`config.mk`:
```
export PLATFORM = sky130hd
export DESIGN_NAME = cmu_top
export DESIGN_NICKNAME = d
export VERILOG_FILES = /design/src/cmu_pkg.sv /design/src/cmu_top.sv /design/src/cmu_unit.sv
export VERILOG_INCLUDE_DIRS = /design/src
export SDC_FILE = /design/constraint.sdc
export NUM_CORES = 1
export LEC_CHECK = 0
export BUFFER_PORTS_ARGS = -buffer_cell sky130_fd_sc_hd__buf_2
export CORE_ASPECT_RATIO = 0.7
export CORE_MARGIN = 2
export CORE_UTILIZATION = 43
export CTS_CLUSTER_SIZE = 20
export DETAILED_ROUTE_END_ITERATION = 16
export HOLD_SLACK_MARGIN = 0.06
export SYNTH_ARGS = -nofsm -noshare
export SYNTH_HDL_FRONTEND = slang
export SYNTH_SLANG_ARGS = --single-unit
```
`constraint.sdc`:
```
create_clock -name clk -period 10.63 [get_ports clk]
set_clock_uncertainty 0.1 [all_clocks]
set_input_delay 1.063 -clock clk [delete_from_list [all_inputs] [get_ports clk]]
set_output_delay 1.063 -clock clk [all_outputs]
set_load 0.005 [all_outputs]
```
`src/cmu_cfg.svh`:
```
`ifndef CMU_CFG_SVH
`define CMU_CFG_SVH
// Register map: 8-bit index on the plain port
`define CMU_A_T1L      8'h00
`define CMU_A_T1H      8'h01
`define CMU_A_FIRST_TIMER_CONTROL    8'h02
`define CMU_A_T3L      8'h03
`define CMU_A_T3H      8'h04
`define CMU_A_THIRD_TIMER_CONTROL    8'h05
`define CMU_A_U4L      8'h06
`define CMU_A_U4H      8'h07
`define CMU_A_U5L      8'h08
`define CMU_A_U5H      8'h09
`define CMU_A_U4CON    8'h0A
`define CMU_A_U5CON    8'h0B
`define CMU_A_WDCON    8'h0C
`define CMU_A_STATUS   8'h0D
`define CMU_A_MASK     8'h0E
// Field positions
`define CMU_WD_SHARE   4
`define CMU_T3_ASGN_LO 3
`define CMU_T3_ASGN_HI 6
`define CMU_ST_U4      0
`define CMU_ST_U5      1
// Reset values
`define CMU_RST_BYTE   8'h00
`define CMU_RST_VALUE  16'hFFFF
`endif

```
`src/cmu_pkg.sv`:
```
package cmu_pkg;
    // Mode select encodings
    typedef enum logic [3:0] {
        CMU_OFF     = 4'h0,
        CMU_RSV1    = 4'h1,
        CMU_TOGGLE  = 4'h2,
        CMU_RSV3    = 4'h3,
        CMU_CAP_FALL = 4'h4,
        CMU_CAP_RISE = 4'h5,
        CMU_CAP_4   = 4'h6,
        CMU_CAP_16  = 4'h7,
        CMU_SET_HI  = 4'h8,
        CMU_SET_LO  = 4'h9,
        CMU_SW_IRQ  = 4'hA,
        CMU_SPECIAL = 4'hB,
        CMU_PWM0    = 4'hC,
        CMU_PWM1    = 4'hD,
        CMU_PWM2    = 4'hE,
        CMU_PWM3    = 4'hF
    } cmu_mode_t;

    // Unit control byte
    typedef struct packed {
        logic [1:0] unused;
        logic [1:0] duty_low_bits;
        cmu_mode_t  mode_select;
    } cmu_ctrl_t;

    // Unit output events
    typedef struct packed {
        logic match;
        logic special;
        logic capture;
    } cmu_evt_t;
endpackage

```
`src/cmu_top.sv`:
```
`include "cmu_cfg.svh"
module cmu_top
    import cmu_pkg::*;
(
    input  wire logic       clk,
    input  wire logic       reset,
    input  wire logic       ce,
    input  wire logic [7:0] addr,
    input  wire logic [7:0] wdata,
    input  wire logic       wr,
    input  wire logic       rd,
    input  wire logic [7:0] pwm_base,
    input  wire logic [1:0] pwm_frac,
    input  wire logic       pwm_period,
    input  wire logic       port_g_line3_in,
    input  wire logic       port_g_line4_in,
    output logic [7:0]      rdata_q,
    output logic            port_g_line3_q,
    output logic            port_g_line4_q,
    output logic            unit4_open_drain_q,
    output logic            unit5_open_drain_q,
    output logic            special_event_q,
    output logic            irq_q
);
    logic [15:0] t1_q;
    logic [15:0] t3_q;
    logic [7:0]  first_timer_control_q;
    logic [7:0]  third_timer_control_q;
    logic [7:0]  odsel_q;
    logic [7:0]  wdcon_q;
    logic [15:0] val_q   [2];
    cmu_ctrl_t   ctrl_q  [2];
    logic [1:0]  status_q;
    logic [1:0]  mask_q;
    logic [2:0]  s4_q;
    logic [2:0]  s5_q;
    logic [1:0]  pin_in;
    logic [1:0]  pin;
    logic [1:0]  ctrl_wr;
    logic [1:0]  ctrl_wr_q;
    logic [1:0]  flt_q;
    logic [15:0] tb     [2];
    cmu_evt_t    evt    [2];
    logic [15:0] capt   [2];
    logic        share;

    // Timer assignment: low bit picks third for unit 4, high for unit 5
    always_comb
    begin
        tb[0] = third_timer_control_q[`CMU_T3_ASGN_LO] ? t3_q : t1_q;
        tb[1] = third_timer_control_q[`CMU_T3_ASGN_HI] ? t3_q : t1_q;
    end

    assign share = wdcon_q[`CMU_WD_SHARE];
    assign ctrl_wr[0] = wr && addr == `CMU_A_U4CON;
    assign ctrl_wr[1] = wr && addr == `CMU_A_U5CON;

    // Pin input synchronisers, stage 2 and 3 compared
    always_ff @(posedge clk or posedge reset)
    begin
        if (reset)
        begin
            s4_q  <= 3'h0;
            s5_q  <= 3'h0;
            flt_q <= 2'h0;
        end
        else if (ce)
        begin
            s4_q  <= {s4_q[1:0], port_g_line3_in};
            s5_q  <= {s5_q[1:0], port_g_line4_in};
            flt_q <= pin_in;
        end
    end
    // Level moves only when stages 2 and 3 agree
    assign pin_in[0] = (s4_q[1] == s4_q[2]) ? s4_q[2] : flt_q[0];
    assign pin_in[1] = (s5_q[1] == s5_q[2]) ? s5_q[2] : flt_q[1];

    genvar g;
    generate
        for (g = 0; g < 2; g++)
        begin : gen_unit
            cmu_unit #(.WIDTH(16)) u_unit (
                .clk         (clk),
                .reset       (reset),
                .ce          (ce),
                .ctrl        (ctrl_q[g]),
                .ctrl_wr     (ctrl_wr_q[g]),
                .match_value (val_q[g]),
                .time_base   (tb[g]),
                .pwm_base    (pwm_base),
                .pwm_frac    (pwm_frac),
                .pwm_period  (pwm_period),
                .pin_in      (pin_in[g]),
                .pin_q       (pin[g]),
                .evt_q       (evt[g]),
                .capt_q      (capt[g])
            );
        end
    endgenerate

    // Timer counts, controls, watchdog and shared open-drain
    always_ff @(posedge clk or posedge reset)
    begin
        if (reset)
        begin
            t1_q    <= '0;
            t3_q    <= '0;
            first_timer_control_q <= `CMU_RST_BYTE;
            third_timer_control_q <= `CMU_RST_BYTE;
            odsel_q <= `CMU_RST_BYTE;
            wdcon_q <= `CMU_RST_BYTE;
        end
        else if (ce && wr)
        begin
            unique case (addr)
                `CMU_A_T1L:   t1_q[7:0] <= wdata;
                `CMU_A_T1H:
                    if (share)
                        odsel_q <= {3'h0, wdata[4:0]};
                    else
                        t1_q[15:8] <= wdata;
                `CMU_A_FIRST_TIMER_CONTROL: first_timer_control_q <= wdata;
                `CMU_A_T3L:   t3_q[7:0] <= wdata;
                `CMU_A_T3H:   t3_q[15:8] <= wdata;
                `CMU_A_THIRD_TIMER_CONTROL: third_timer_control_q <= wdata;
                `CMU_A_WDCON: wdcon_q <= wdata;
                default: ;
            endcase
        end
    end

    // Unit value and control registers
    always_ff @(posedge clk or posedge reset)
    begin
        if (reset)
        begin
            val_q[0]  <= `CMU_RST_VALUE;
            val_q[1]  <= `CMU_RST_VALUE;
            ctrl_q[0] <= `CMU_RST_BYTE;
            ctrl_q[1] <= `CMU_RST_BYTE;
            ctrl_wr_q <= 2'h0;
        end
        else if (ce)
        begin
            // Delayed so the unit sees the new mode with the strobe
            ctrl_wr_q <= ctrl_wr;
            if (evt[0].capture)
                val_q[0] <= capt[0];
            if (evt[1].capture)
                val_q[1] <= capt[1];
            if (wr)
            begin
                unique case (addr)
                    `CMU_A_U4L:   val_q[0][7:0]  <= wdata;
                    `CMU_A_U4H:   val_q[0][15:8] <= wdata;
                    `CMU_A_U5L:   val_q[1][7:0]  <= wdata;
                    `CMU_A_U5H:   val_q[1][15:8] <= wdata;
                    `CMU_A_U4CON: ctrl_q[0] <= {2'b00, wdata[5:0]};
                    `CMU_A_U5CON: ctrl_q[1] <= {2'b00, wdata[5:0]};
                    default: ;
                endcase
            end
        end
    end

    // Sticky match and capture flags, set wins over write-one clear
    always_ff @(posedge clk or posedge reset)
    begin
        if (reset)
        begin
            status_q <= 2'h0;
            mask_q   <= 2'h0;
        end
        else if (ce)
        begin
            for (int i = 0; i < 2; i++)
            begin
                if (evt[i].match || evt[i].capture)
                    status_q[i] <= 1'b1;
                else if (wr && addr == `CMU_A_STATUS && wdata[i])
                    status_q[i] <= 1'b0;
            end
            if (wr && addr == `CMU_A_MASK)
                mask_q <= wdata[1:0];
        end
    end

    // Outputs straight from flops
    always_ff @(posedge clk or posedge reset)
    begin
        if (reset)
        begin
            port_g_line3_q     <= 1'b0;
            port_g_line4_q     <= 1'b0;
            unit4_open_drain_q <= 1'b0;
            unit5_open_drain_q <= 1'b0;
            special_event_q    <= 1'b0;
            irq_q              <= 1'b0;
        end
        else if (ce)
        begin
            port_g_line3_q     <= pin[0];
            port_g_line4_q     <= pin[1];
            unit4_open_drain_q <= odsel_q[3];
            unit5_open_drain_q <= odsel_q[4];
            special_event_q    <= evt[0].special || evt[1].special;
            irq_q <= |(status_q & mask_q);
        end
    end

    // Read port, data in the cycle after the strobe
    always_ff @(posedge clk or posedge reset)
    begin
        if (reset)
            rdata_q <= 8'h00;
        else if (ce)
        begin
            rdata_q <= 8'h00;
            if (rd)
            begin
                unique case (addr)
                    `CMU_A_T1L:   rdata_q <= t1_q[7:0];
                    `CMU_A_T1H:   rdata_q <= share ? odsel_q : t1_q[15:8];
                    `CMU_A_FIRST_TIMER_CONTROL: rdata_q <= first_timer_control_q;
                    `CMU_A_T3L:   rdata_q <= t3_q[7:0];
                    `CMU_A_T3H:   rdata_q <= t3_q[15:8];
                    `CMU_A_THIRD_TIMER_CONTROL: rdata_q <= third_timer_control_q;
                    `CMU_A_U4L:   rdata_q <= val_q[0][7:0];
                    `CMU_A_U4H:   rdata_q <= val_q[0][15:8];
                    `CMU_A_U5L:   rdata_q <= val_q[1][7:0];
                    `CMU_A_U5H:   rdata_q <= val_q[1][15:8];
                    `CMU_A_U4CON: rdata_q <= ctrl_q[0];
                    `CMU_A_U5CON: rdata_q <= ctrl_q[1];
                    `CMU_A_WDCON: rdata_q <= wdcon_q;
                    `CMU_A_STATUS: rdata_q <= {6'h00, status_q};
                    `CMU_A_MASK:  rdata_q <= {6'h00, mask_q};
                    default:      rdata_q <= 8'h00;
                endcase
            end
        end
    end
endmodule

```
`src/cmu_unit.sv`:
```
`include "cmu_cfg.svh"
// One compare/capture/pwm unit
module cmu_unit
    import cmu_pkg::*;
#(
    parameter int WIDTH = 16
)(
    input  wire logic             clk,
    input  wire logic             reset,
    input  wire logic             ce,
    input  wire cmu_ctrl_t        ctrl,
    input  wire logic             ctrl_wr,
    input  wire logic [WIDTH-1:0] match_value,
    input  wire logic [WIDTH-1:0] time_base,
    input  wire logic [7:0]       pwm_base,
    input  wire logic [1:0]       pwm_frac,
    input  wire logic             pwm_period,
    input  wire logic             pin_in,
    output logic                  pin_q,
    output cmu_evt_t              evt_q,
    output logic [WIDTH-1:0]      capt_q
);
    // Only a 16-bit time base is served
    generate
        if (WIDTH != 16)
        begin : g_bad_width
            $error("cmu_unit supports a 16-bit time base only");
        end
    endgenerate

    logic [WIDTH-1:0] last_tb_q;
    logic             seen_q;
    logic             pin_prev_q;
    logic [3:0]       pre_q;
    logic [9:0]       duty_q;
    logic             hit;
    logic             fall;
    logic             rise;
    logic             is_cmp;
    logic             cap_now;
    logic             cap_q;
    logic             match_q;
    logic             special_q;

    // Event flops gathered into the output struct
    assign evt_q = '{match: match_q, special: special_q, capture: cap_q};

    // Capture condition for the selected edge mode
    always_comb
    begin
        unique case (ctrl.mode_select)
            CMU_CAP_FALL: cap_now = fall;
            CMU_CAP_RISE: cap_now = rise;
            CMU_CAP_4:    cap_now = rise && pre_q[1:0] == 2'h3;
            CMU_CAP_16:   cap_now = rise && pre_q == 4'hF;
            default:      cap_now = 1'b0;
        endcase
    end

    assign is_cmp = ctrl.mode_select[3:2] == 2'b10 ||
                    ctrl.mode_select == CMU_TOGGLE;
    // Match only once per equal count, not every clock
    assign hit = is_cmp && time_base == match_value &&
                 !(seen_q && last_tb_q == time_base);
    assign fall = pin_prev_q && !pin_in;
    assign rise = !pin_prev_q && pin_in;

    // Time base history for single match detection
    always_ff @(posedge clk or posedge reset)
    begin
        if (reset)
        begin
            last_tb_q <= '0;
            seen_q    <= 1'b0;
        end
        else if (ce)
        begin
            last_tb_q <= time_base;
            seen_q    <= time_base == match_value;
        end
    end

    // Capture prescaler, cleared when off or not capturing
    always_ff @(posedge clk or posedge reset)
    begin
        if (reset)
            pre_q <= 4'h0;
        else if (ce)
        begin
            if (ctrl.mode_select[3:2] != 2'b01)
                pre_q <= 4'h0;
            else if (rise)
                pre_q <= pre_q + 4'h1;
        end
    end

    // Pin history and capture
    always_ff @(posedge clk or posedge reset)
    begin
        if (reset)
        begin
            pin_prev_q <= 1'b0;
            capt_q     <= '0;
            cap_q      <= 1'b0;
        end
        else if (ce)
        begin
            pin_prev_q <= pin_in;
            cap_q      <= cap_now;
            // Value stands together with the capture strobe
            if (cap_now)
                capt_q <= time_base;
        end
    end

    // Compare events
    always_ff @(posedge clk or posedge reset)
    begin
        if (reset)
        begin
            match_q   <= 1'b0;
            special_q <= 1'b0;
        end
        else if (ce)
        begin
            match_q   <= hit;
            special_q <= hit && ctrl.mode_select == CMU_SPECIAL;
        end
    end

    // Output latch: init on entry to off, set-high or set-low, act on match, pwm
    always_ff @(posedge clk or posedge reset)
    begin
        if (reset)
        begin
            pin_q  <= 1'b0;
            duty_q <= '0;
        end
        else if (ce)
        begin
            if (ctrl_wr && ctrl.mode_select == CMU_OFF)
                pin_q <= 1'b0;
            else if (ctrl_wr && ctrl.mode_select == CMU_SET_HI)
                pin_q <= 1'b0;
            else if (ctrl_wr && ctrl.mode_select == CMU_SET_LO)
                pin_q <= 1'b1;
            else if (ctrl.mode_select[3:2] == 2'b11)
            begin
                // Duty latched at period end, up to 10 bits
                if (pwm_period)
                begin
                    duty_q <= {match_value[7:0], ctrl.duty_low_bits};
                    pin_q  <= {match_value[7:0],
                               ctrl.duty_low_bits} != 10'h000;
                end
                else if ({pwm_base, pwm_frac} == duty_q)
                    pin_q <= 1'b0;
            end
            else if (hit)
            begin
                unique case (ctrl.mode_select)
                    CMU_TOGGLE: pin_q <= ~pin_q;
                    CMU_SET_HI: pin_q <= 1'b1;
                    CMU_SET_LO: pin_q <= 1'b0;
                    default:    pin_q <= pin_q;
                endcase
            end
        end
    end
endmodule

```
==> results.cfg, run 1 <==
[timing]
whs_ps = 381.1
min_period_over_period_pct = 33.47
slew_violations = 0
period_minus_slack_ps = 3558
rsz0062_at_grt = false
tightestPinTransition_ps = 1069
tns_ps = 0
max_freq_mhz = 281.0
slew_headroom_pct = 26.87
hold_viol_final = 0
finalSetupViolCount = 0

[power]
power.internal_w = 0.001574
total_power_w = 0.002129
power_frac_clock_pct = 42.7
switching_share_pct = 26.08
ir_drop_v = 0.00008589
powerDensity_nw_per_um2 = 161.4
power.switching_w = 0.0005551
power_frac_seq_pct = 48.0
leakagePower_nw = 5.583
p_comb_share_pct = 9.3

[clock_tree]
cts_hold_buffers = 0
cts_root_buffer = clkbuf_16
cts_tree = yes
cts_max_level = 1
cts_buffers = 25
post_cts_buffers = 0
clock_latency_ps = 540
clk_pin_slew_ps = 60
cts.sinks = 235
ctsResizeCount = 0
cts_max_path_buffers = 3

[floorplan]
die_h_um = 142.9
die_area_um2 = 28930
pin_count = 48
start_util_pct = 44.06
floorplan.core_area_um2 = 26900
rows = 50
die_width_um = 202.4

[grt]
grt_pass1_wl_um = 55460
first_global_vias = 8707
antenna_found_initial = 0
track_usage_pct = 25.47
grt_overflow_total = 0
grt_max_degree = 100

[detailed_routing]
first_iter_violations = 967
via_per_inst = 5.998
drt-total-wl_um = 36200
drc = 0
drtAntennaViolNets = 0
vias = 9117
first_pass_iters = 5
wl_per_cell_um = 23.82

[synth]
synth_cells = 1119
yosysMostFrequentCell = dfrtp_1
synthTopCellsByArea = dfrtp_1 43%, mux2_2 8.8%, dfstp_2 7.1%, xnor2_1 5.4%, a21oi_1 3.6%
synth_ff_type = dfrtp_1
ys_warn_count = 0
synth_top_cell_by_area = dfrtp_1
synthArstFlopShare_pct = 100.0
synthTopCellsByCount = 203 x dfrtp_1, 95 x nand2_1, 94 x nor2_1
yosysSeqAreaShare_pct = 49.95
syn_area_per_cell_um2 = 10.59
synth_cell_type_count = 66
synth-edff-count = 0
syn_area_um2 = 11850
synth_top_area_share_pct = 42.86
synth_seq_cells = 235
synthesis.nets = 1155

[critical_path]
max_stage_delay_ps = 660
cp.arrival_ps = 3870
critPathLaunchType = input pin
r2r_cells = 8
required_ps = 10940
r2r-end = gen_unit[1].u_unit.special_q
cp_common_cell = buf_4
path_max_fanout = 82
path_class = in -> reg
cp-end-kind = register
crit_family = buffers and inverters
path_buf_inv = 2
crit_chain = buf_4, buf_4, nand2_1, nor3_2, mux2_2
r2r_start = third_timer_control_q[6]
rrSetupSlack_ps = 7390
slowest_stage = nor3_2

[layout]
fin_area_um2 = 13190
final_nets = 1174
fillers = 2475
antennaDiodeCount = 0
area_growth_pct = 11.26
drive_gt1_share_pct = 23.01
layout.cells.non_filler = 1520

[placed_design]
post_dp_cell_area_um2 = 12340
io_buffers = 47
place_inst = 1475
dpl.hpwl_um = 25180
place.gp.congestion = 0.9366

[run_status]
status = completed

[hold_path]
min_path_type = reg -> reg
min_to = rdata_q[2]
holdPathStages = 1
hp-start = rdata_q[2]

[flow_run]
cap_violations = 0
==> cells by family (layout without fill, tap and decap cells) <==
| logic type | Yosys count | after routing | share of synthesized area [%] |
|---|---|---|---|
| adder cells (fa/ha/maj) | 2 | 2 | 0.2111 |
| flip-flops | 235 | 235 | 49.95 |
| AO/OA/AOI/OAI | 265 | 265 | 13.99 |
| multiplexers | 142 | 142 | 13.77 |
| XOR/XNOR | 85 | 85 | 6.281 |
| buffers and inverters | 81 | 118 | 2.945 |
| AND/OR/NAND/NOR | 309 | 309 | 12.86 |
==> layout by cell type, fill, tap and decap left out, drive strengths merged, types with 19 or more instances in the layout <==
cell / synthesis / final
mux2i: 41 / 41
a21oi: 89 / 89
xnor2: 73 / 73
o21ai: 65 / 65
clkbuf: 48 / 35
o22ai: 36 / 36
buf: 18 / 58
nor2: 95 / 95
mux2: 101 / 101
nand2: 95 / 95
nor4: 27 / 27
dfstp: 32 / 32
dfrtp: 203 / 203
nand3: 24 / 24
nor3: 19 / 19
==> power groups by stage <==
stage / sequential [W] / combinational (W) / clock (W)
floorplan: 0.00100 / 0.000144 / 0
global placement: 0.00103 / 0.000194 / 0
detailed placement: 0.00104 / 0.000196 / 0
CTS: 0.00102 / 0.000197 / 0.000925
global route: 0.00103 / 0.000218 / 0.000961
finish: 0.00102 / 0.000198 / 0.000909
==> registers in the layout, indices dropped and copies added (netlist names), 12 cells and up <==
| signal | flops |
|---|---|
| gen_unit.u_unit.capt_q | 32 |
| ctrl_q | 12 |
| gen_unit.u_unit.last_tb_q | 32 |
| gen_unit.u_unit.duty_q | 20 |
| val_q | 32 |
| t3_q | 16 |
| t1_q | 16 |
==> cell type report <==
type / instances / area [um^2] / share of cell area [%]
flip-flops and latches: 235 / 5921 / 44.90
multi-input cells: 803 / 5583 / 42.33
clock buffers: 35 / 713.2 / 5.408
well taps: 364 / 455.4 / 3.454
repair buffers: 58 / 320.3 / 2.429
clock inverters: 10 / 131.4 / 0.9962
inverters: 15 / 63.81 / 0.4839
==> worst max-delay path by stage <==
stage                      from                        to  cells after the start
after floorplan           reset                 ctrl_q[0]                      1
after global placement       ce  third_timer_control_q[3]                      5
after detailed placement     ce  third_timer_control_q[0]                      5
after CTS                    ce  third_timer_control_q[5]                      5
after global routing         ce  third_timer_control_q[5]                      5
final                        ce  third_timer_control_q[5]                      5
==> stage by stage <==
stage / utilization [%] / setup WS, ps
2_1_floorplan: - / 3074
3_3_place_gp: 45.88 / 6675
3_5_place_dp: 45.88 / 6650
4_1_cts: 49.02 / 7202
5_1_grt: 49.02 / 6942
6_report: 49.02 / 7072
==> worst register-to-register path, stage by stage, from the launching register on <==
cell,delay [ps]
dfrtp_1,520
buf_4,350
mux2i_1,460
xnor2_1,120
nor4_1,500
nand4_1,450
nor3_2,330
nand2_1,120
o41ai_2,210
==> routing by layer <==
layer / up-vias / global-route usage, % / routed length [um]
li1: 4115 / - / -
met1: 4596 / 37.96 / 17030
met2: 345 / 36.86 / 15360
met3: 61 / 6.116 / 2891
met4: 0 / 6.838 / 920
met5: - / 0 / 0
No activity file was read; power rests on OpenSTA's default activity.
==> run 2, diff against run 1 <==
==> constraint.sdc (replaced) <==
create_clock -name clk -period 3.35 [get_ports clk]
set_clock_uncertainty 0.1 [all_clocks]
set_input_delay 0.335 -clock clk [delete_from_list [all_inputs] [get_ports clk]]
set_output_delay 0.335 -clock clk [all_outputs]
set_load 0.005 [all_outputs]
==> results.cfg, run 2 (same netlist as run 1, synthesis figures left out) <==
[run_status]
status = completed

[placed_design]
io_buffers = 47
dpl.hpwl_um = 26710
post_dp_cell_area_um2 = 12620
place_ws_ps = 430.0
place_inst = 1506
place.gp.congestion = 0.9883

[floorplan]
die_width_um = 202.4
start_util_pct = 44.06
rows = 50
die_h_um = 142.9
floorplan.core_area_um2 = 26900
pin_count = 48
die_area_um2 = 28930

[timing]
tns_ps = 0
layout_setup_ws_ps = 357.5
tightestPinTransition_ps = 850.9
hold_viol_final = 0
period_minus_slack_ps = 2992
slew_violations = 0
min_period_over_period_pct = 89.33
rsz0062_at_grt = false
finalSetupViolCount = 0
slew_headroom_pct = 41.65
max_freq_mhz = 334.2

[detailed_routing]
via_per_inst = 6.029
wl_per_cell_um = 24.40
drt-total-wl_um = 37860
first_pass_iters = 5
drtAntennaViolNets = 0
drc = 0
vias = 9357
first_iter_violations = 986

[critical_path]
cp-end-kind = register
r2r_cells = 8
critPathLaunchType = register
path_class = reg -> reg
required_ps = 3730
cp.arrival_ps = 3370
path_max_fanout = 17

[clock_tree]
cts_max_level = 1
cts_root_buffer = clkbuf_16
cts.sinks = 235
cts_buffers = 24
cts_tree = yes
cts_hold_buffers = 3
clock_latency_ps = 540
ctsResizeCount = 0
clk_pin_slew_ps = 70
cts_max_path_buffers = 3
post_cts_buffers = 0

[grt]
first_global_vias = 8952
antenna_found_initial = 0
grt_overflow_total = 0
busiest_layer = met1
grt_max_degree = 94
track_usage_pct = 26.64
use_met1_pct = 41.04
grt_util_met2_pct = 37.04
grt_pass1_wl_um = 57710
use_met3_pct = 5.888

[hold_path]
holdPathStages = 2
min_path_type = in -> reg

[layout]
final_common_cell = dfrtp_1
final_nets = 1207
area_growth_pct = 13.50
layout.cells.non_filler = 1552
fin_area_um2 = 13450
reg_top3 = gen_unit.u_unit.capt_q x32, gen_unit.u_unit.last_tb_q x32, val_q x32
layout_common_cells = 203 x dfrtp_1, 95 x nand2_1, 94 x nor2_1
drive_gt1_share_pct = 24.75
final_util_pct = 50.01
antennaDiodeCount = 0

[flow_run]
cap_violations = 0

[power]
ir_drop_v = 0.0002901
powerDensity_nw_per_um2 = 496.9
leakagePower_nw = 5.738
## run 2: cell types whose count changed in the layout (fill, tap and decap cells not counted), moves of 2 or more
cell	before	now
buf_4	12	39
inv_6	0	2
dlygate4sd3_1	0	3
buf_12	0	4
## run 2: per-layer routing
layer  up-vias  part of all wire (%)
li1       4169                     -
met1      4709                    48
met2       412                    41
met3        67                   8.1
met4         0                   2.9
met5         -                     0
## run 2: final cells by class
type                       instances  area, um^2
fill                            2505       13450
clock buffer                      35       703.2
clock inverter                     8       97.59
timing repair buffer              92       633.1
sequential                       235        5921
tap                              364       455.4
inverter                          15       60.06
multi-input combinational        803        5583
## run 2: report_power, final
group	total [W]	internal (W)	switching (W)
clock	0.00278	0.00161	0.00117
sequential	0.00326	0.00303	0.000228
combinational	0.000644	0.000266	0.000378
## run 2: worst paths after layout
| path | from | end | slack, ps |
|---|---|---|---|
| setup / recovery | third_timer_control_q[3] | gen_unit[0].u_unit.match_q | 360 |
| hold / removal | ce | val_q[27] | 90 |
| setup reg to reg | third_timer_control_q[3] | gen_unit[0].u_unit.match_q | 360 |
| hold reg to reg | gen_unit[1].u_unit.capt_q[12] | gen_unit[1].u_unit.capt_q[12] | 380 |
| max in group asynchronous | reset | val_q[9] | 2260 |
| min in group asynchronous | reset | gen_unit[1].u_unit.duty_q[9] | 420 |
## run 2: stage by stage
stage	power [W]	hold WS, ps
floorplan	0.003644	349.2
global route	0.006926	100.3
CTS	0.006719	73.62
finish	0.006685	88.03
global placement	0.003923	361.8
detailed placement	0.003934	371.5
## run 2: critical path, stage by stage (launching register included)
cell and delay [ps]:
dfrtp_1 340, buf_4 360, mux2i_1 770, xnor2_1 170, nor4_1 300, nand4_1 240
nor3_2 290, o31a_1 210, mux2_2 150
==> run 3, diff against run 2 <==
--- a/config.mk
+++ b/config.mk
@@ -13,6 +13,8 @@
 export CTS_CLUSTER_SIZE = 20
 export DETAILED_ROUTE_END_ITERATION = 16
 export HOLD_SLACK_MARGIN = 0.06
+export RECOVER_POWER = 25
+export REMOVE_ABC_BUFFERS = 1
 export SYNTH_ARGS = -nofsm -noshare
 export SYNTH_HDL_FRONTEND = slang
 export SYNTH_SLANG_ARGS = --single-unit
==> results.cfg, run 3 (same netlist as run 1, synthesis figures left out) <==
[grt]
grt_overflow_total = 0
grt_max_degree = 101
grt_pass1_wl_um = 57030
first_global_vias = 8889
antenna_found_initial = 0
track_usage_pct = 26.15

[layout]
reg_top3 = gen_unit.u_unit.capt_q x32, gen_unit.u_unit.last_tb_q x32, val_q x32
area_growth_pct = 13.19
final_common_cell = dfrtp_1
multi_input_comb_area_um2 = 5583
drive_gt1_share_pct = 23.78
final_nets = 1204
layout_common_cells = 202 x dfrtp_1, 95 x nand2_1, 94 x nor2_1
regArea_um2 = 5922
fillers = 2525
final_util_pct = 49.87
antennaDiodeCount = 0
fin_area_um2 = 13420

[clock_tree]
cts_max_path_buffers = 3
post_cts_buffers = 0
cts_buffers = 25
cts_root_buffer = clkbuf_16
clk_pin_slew_ps = 60
cts_tree = yes
cts_max_level = 1
clock_latency_ps = 530
cts.sinks = 235

[timing]
slew_violations = 141
min_period_over_period_pct = 90.27
rsz0062_at_grt = false
whs_ps = 201.1
tightestPinTransition_ps = 2264
layout_setup_ws_ps = 325.9
slew_headroom_pct = -50.90
finalSetupViolCount = 0
max_freq_mhz = 330.7
tns_ps = 0
hold_viol_final = 0
period_minus_slack_ps = 3024

[critical_path]
required_ps = 3680
critPathLaunchType = register
cp.arrival_ps = 3350
r2r_start = third_timer_control_q[6]
r2r_cells = 8
path_max_fanout = 15
r2r-end = gen_unit[1].u_unit.special_q
cp-end-kind = register
path_class = reg -> reg
rrSetupSlack_ps = 330

[run_status]
violations = max-capacitance violations, max-slew violations
status = complete, but fails checks

[detailed_routing]
drt-total-wl_um = 37310
first_iter_violations = 823
vias = 9259
drc = 0
drtAntennaViolNets = 0
wl_per_cell_um = 24.07
via_per_inst = 5.974
first_pass_iters = 5

[placed_design]
post_dp_cell_area_um2 = 12560
place.gp.congestion = 0.9308
dpl.hpwl_um = 26280
io_buffers = 47
place_ws_ps = 277.6

[floorplan]
floorplan.core_area_um2 = 26900
start_util_pct = 44.06
die_h_um = 142.9
rows = 50
die_area_um2 = 28930
pin_count = 48
die_width_um = 202.4

[hold_path]
min_to = status_q[1]
hp-start = wdata[1]
holdPathStages = 4
min_path_type = in -> reg

[power]
powerDensity_nw_per_um2 = 505.6
leakagePower_nw = 5.689
ir_drop_v = 0.0004473

[flow_run]
cap_violations = 2
## run 3: changes by cell type in the layout (fill, tap and decap cells not counted), moves of 2 or more
cell / before / now
clkbuf_1: 6 / 16
buf_4: 39 / 31
clkinv_2: 4 / 1
buf_12: 4 / 2
inv_6: 2 / 0
## run 3: repair_timing
item | CTS | global route
hold buffers | 4 | 0
hold endpoints to repair | 87 | 0
setup endpoints to repair | 0 | 3
gates resized for setup | 0 | 1
## run 3: metrics by stage
stage / std cells / total power (W)
4_1_cts: 1550 / 0.006839
5_1_grt: 1550 / 0.007044
3_5_place_dp: 1501 / 0.003939
6_report: 1550 / 0.006782
3_3_place_gp: 1501 / 0.003928
2_1_floorplan: 1053 / 0.003592
## run 3: power breakdown
group          switching, W  internal [W]
logic              0.000384      0.000264
registers          0.000225       0.00303
clock network       0.00116       0.00172
## run 3: worst max-delay path by stage
stage                        startpoint  cells after the start  slack, ps                           end
4_1_cts        third_timer_control_q[3]                      7        270    gen_unit[0].u_unit.match_q
2_1_floorplan                     reset                      1      -3480                     ctrl_q[0]
6_report       third_timer_control_q[6]                      8        330  gen_unit[1].u_unit.special_q
3_3_place_gp   third_timer_control_q[3]                      7        280    gen_unit[0].u_unit.match_q
5_1_grt        third_timer_control_q[6]                      8        200  gen_unit[1].u_unit.special_q
3_5_place_dp   third_timer_control_q[3]                      7        280    gen_unit[0].u_unit.match_q
## run 3: metal layers
| layer | global-route usage, % | vias up | routed length, um |
|---|---|---|---|
| met5 | 0 | - | 0 |
| met4 | 5.494 | 0 | 651 |
| met2 | 36.07 | 413 | 15130 |
| li1 | - | 4161 | - |
| met1 | 40.96 | 4634 | 18040 |
| met3 | 6.367 | 51 | 3484 |
## run 3: critical path, cell delays in order (launching register included)
cell and delay (ps):
dfrtp_1 440, buf_4 320, mux2i_1 630, xnor2_1 180, nor4_1 250, nand4_1 290
nor3_2 330, nand2_1 140, o41ai_2 220
## run 3: layout make-up
class | instances | share of cell area, %
multi-input cells | 803 | 41.62
repair buffers | 88 | 4.178
clock buffers | 40 | 5.456
inverters | 15 | 0.4477
flip-flops and latches | 235 | 44.14
clock inverters | 5 | 0.7648
well taps | 364 | 3.395
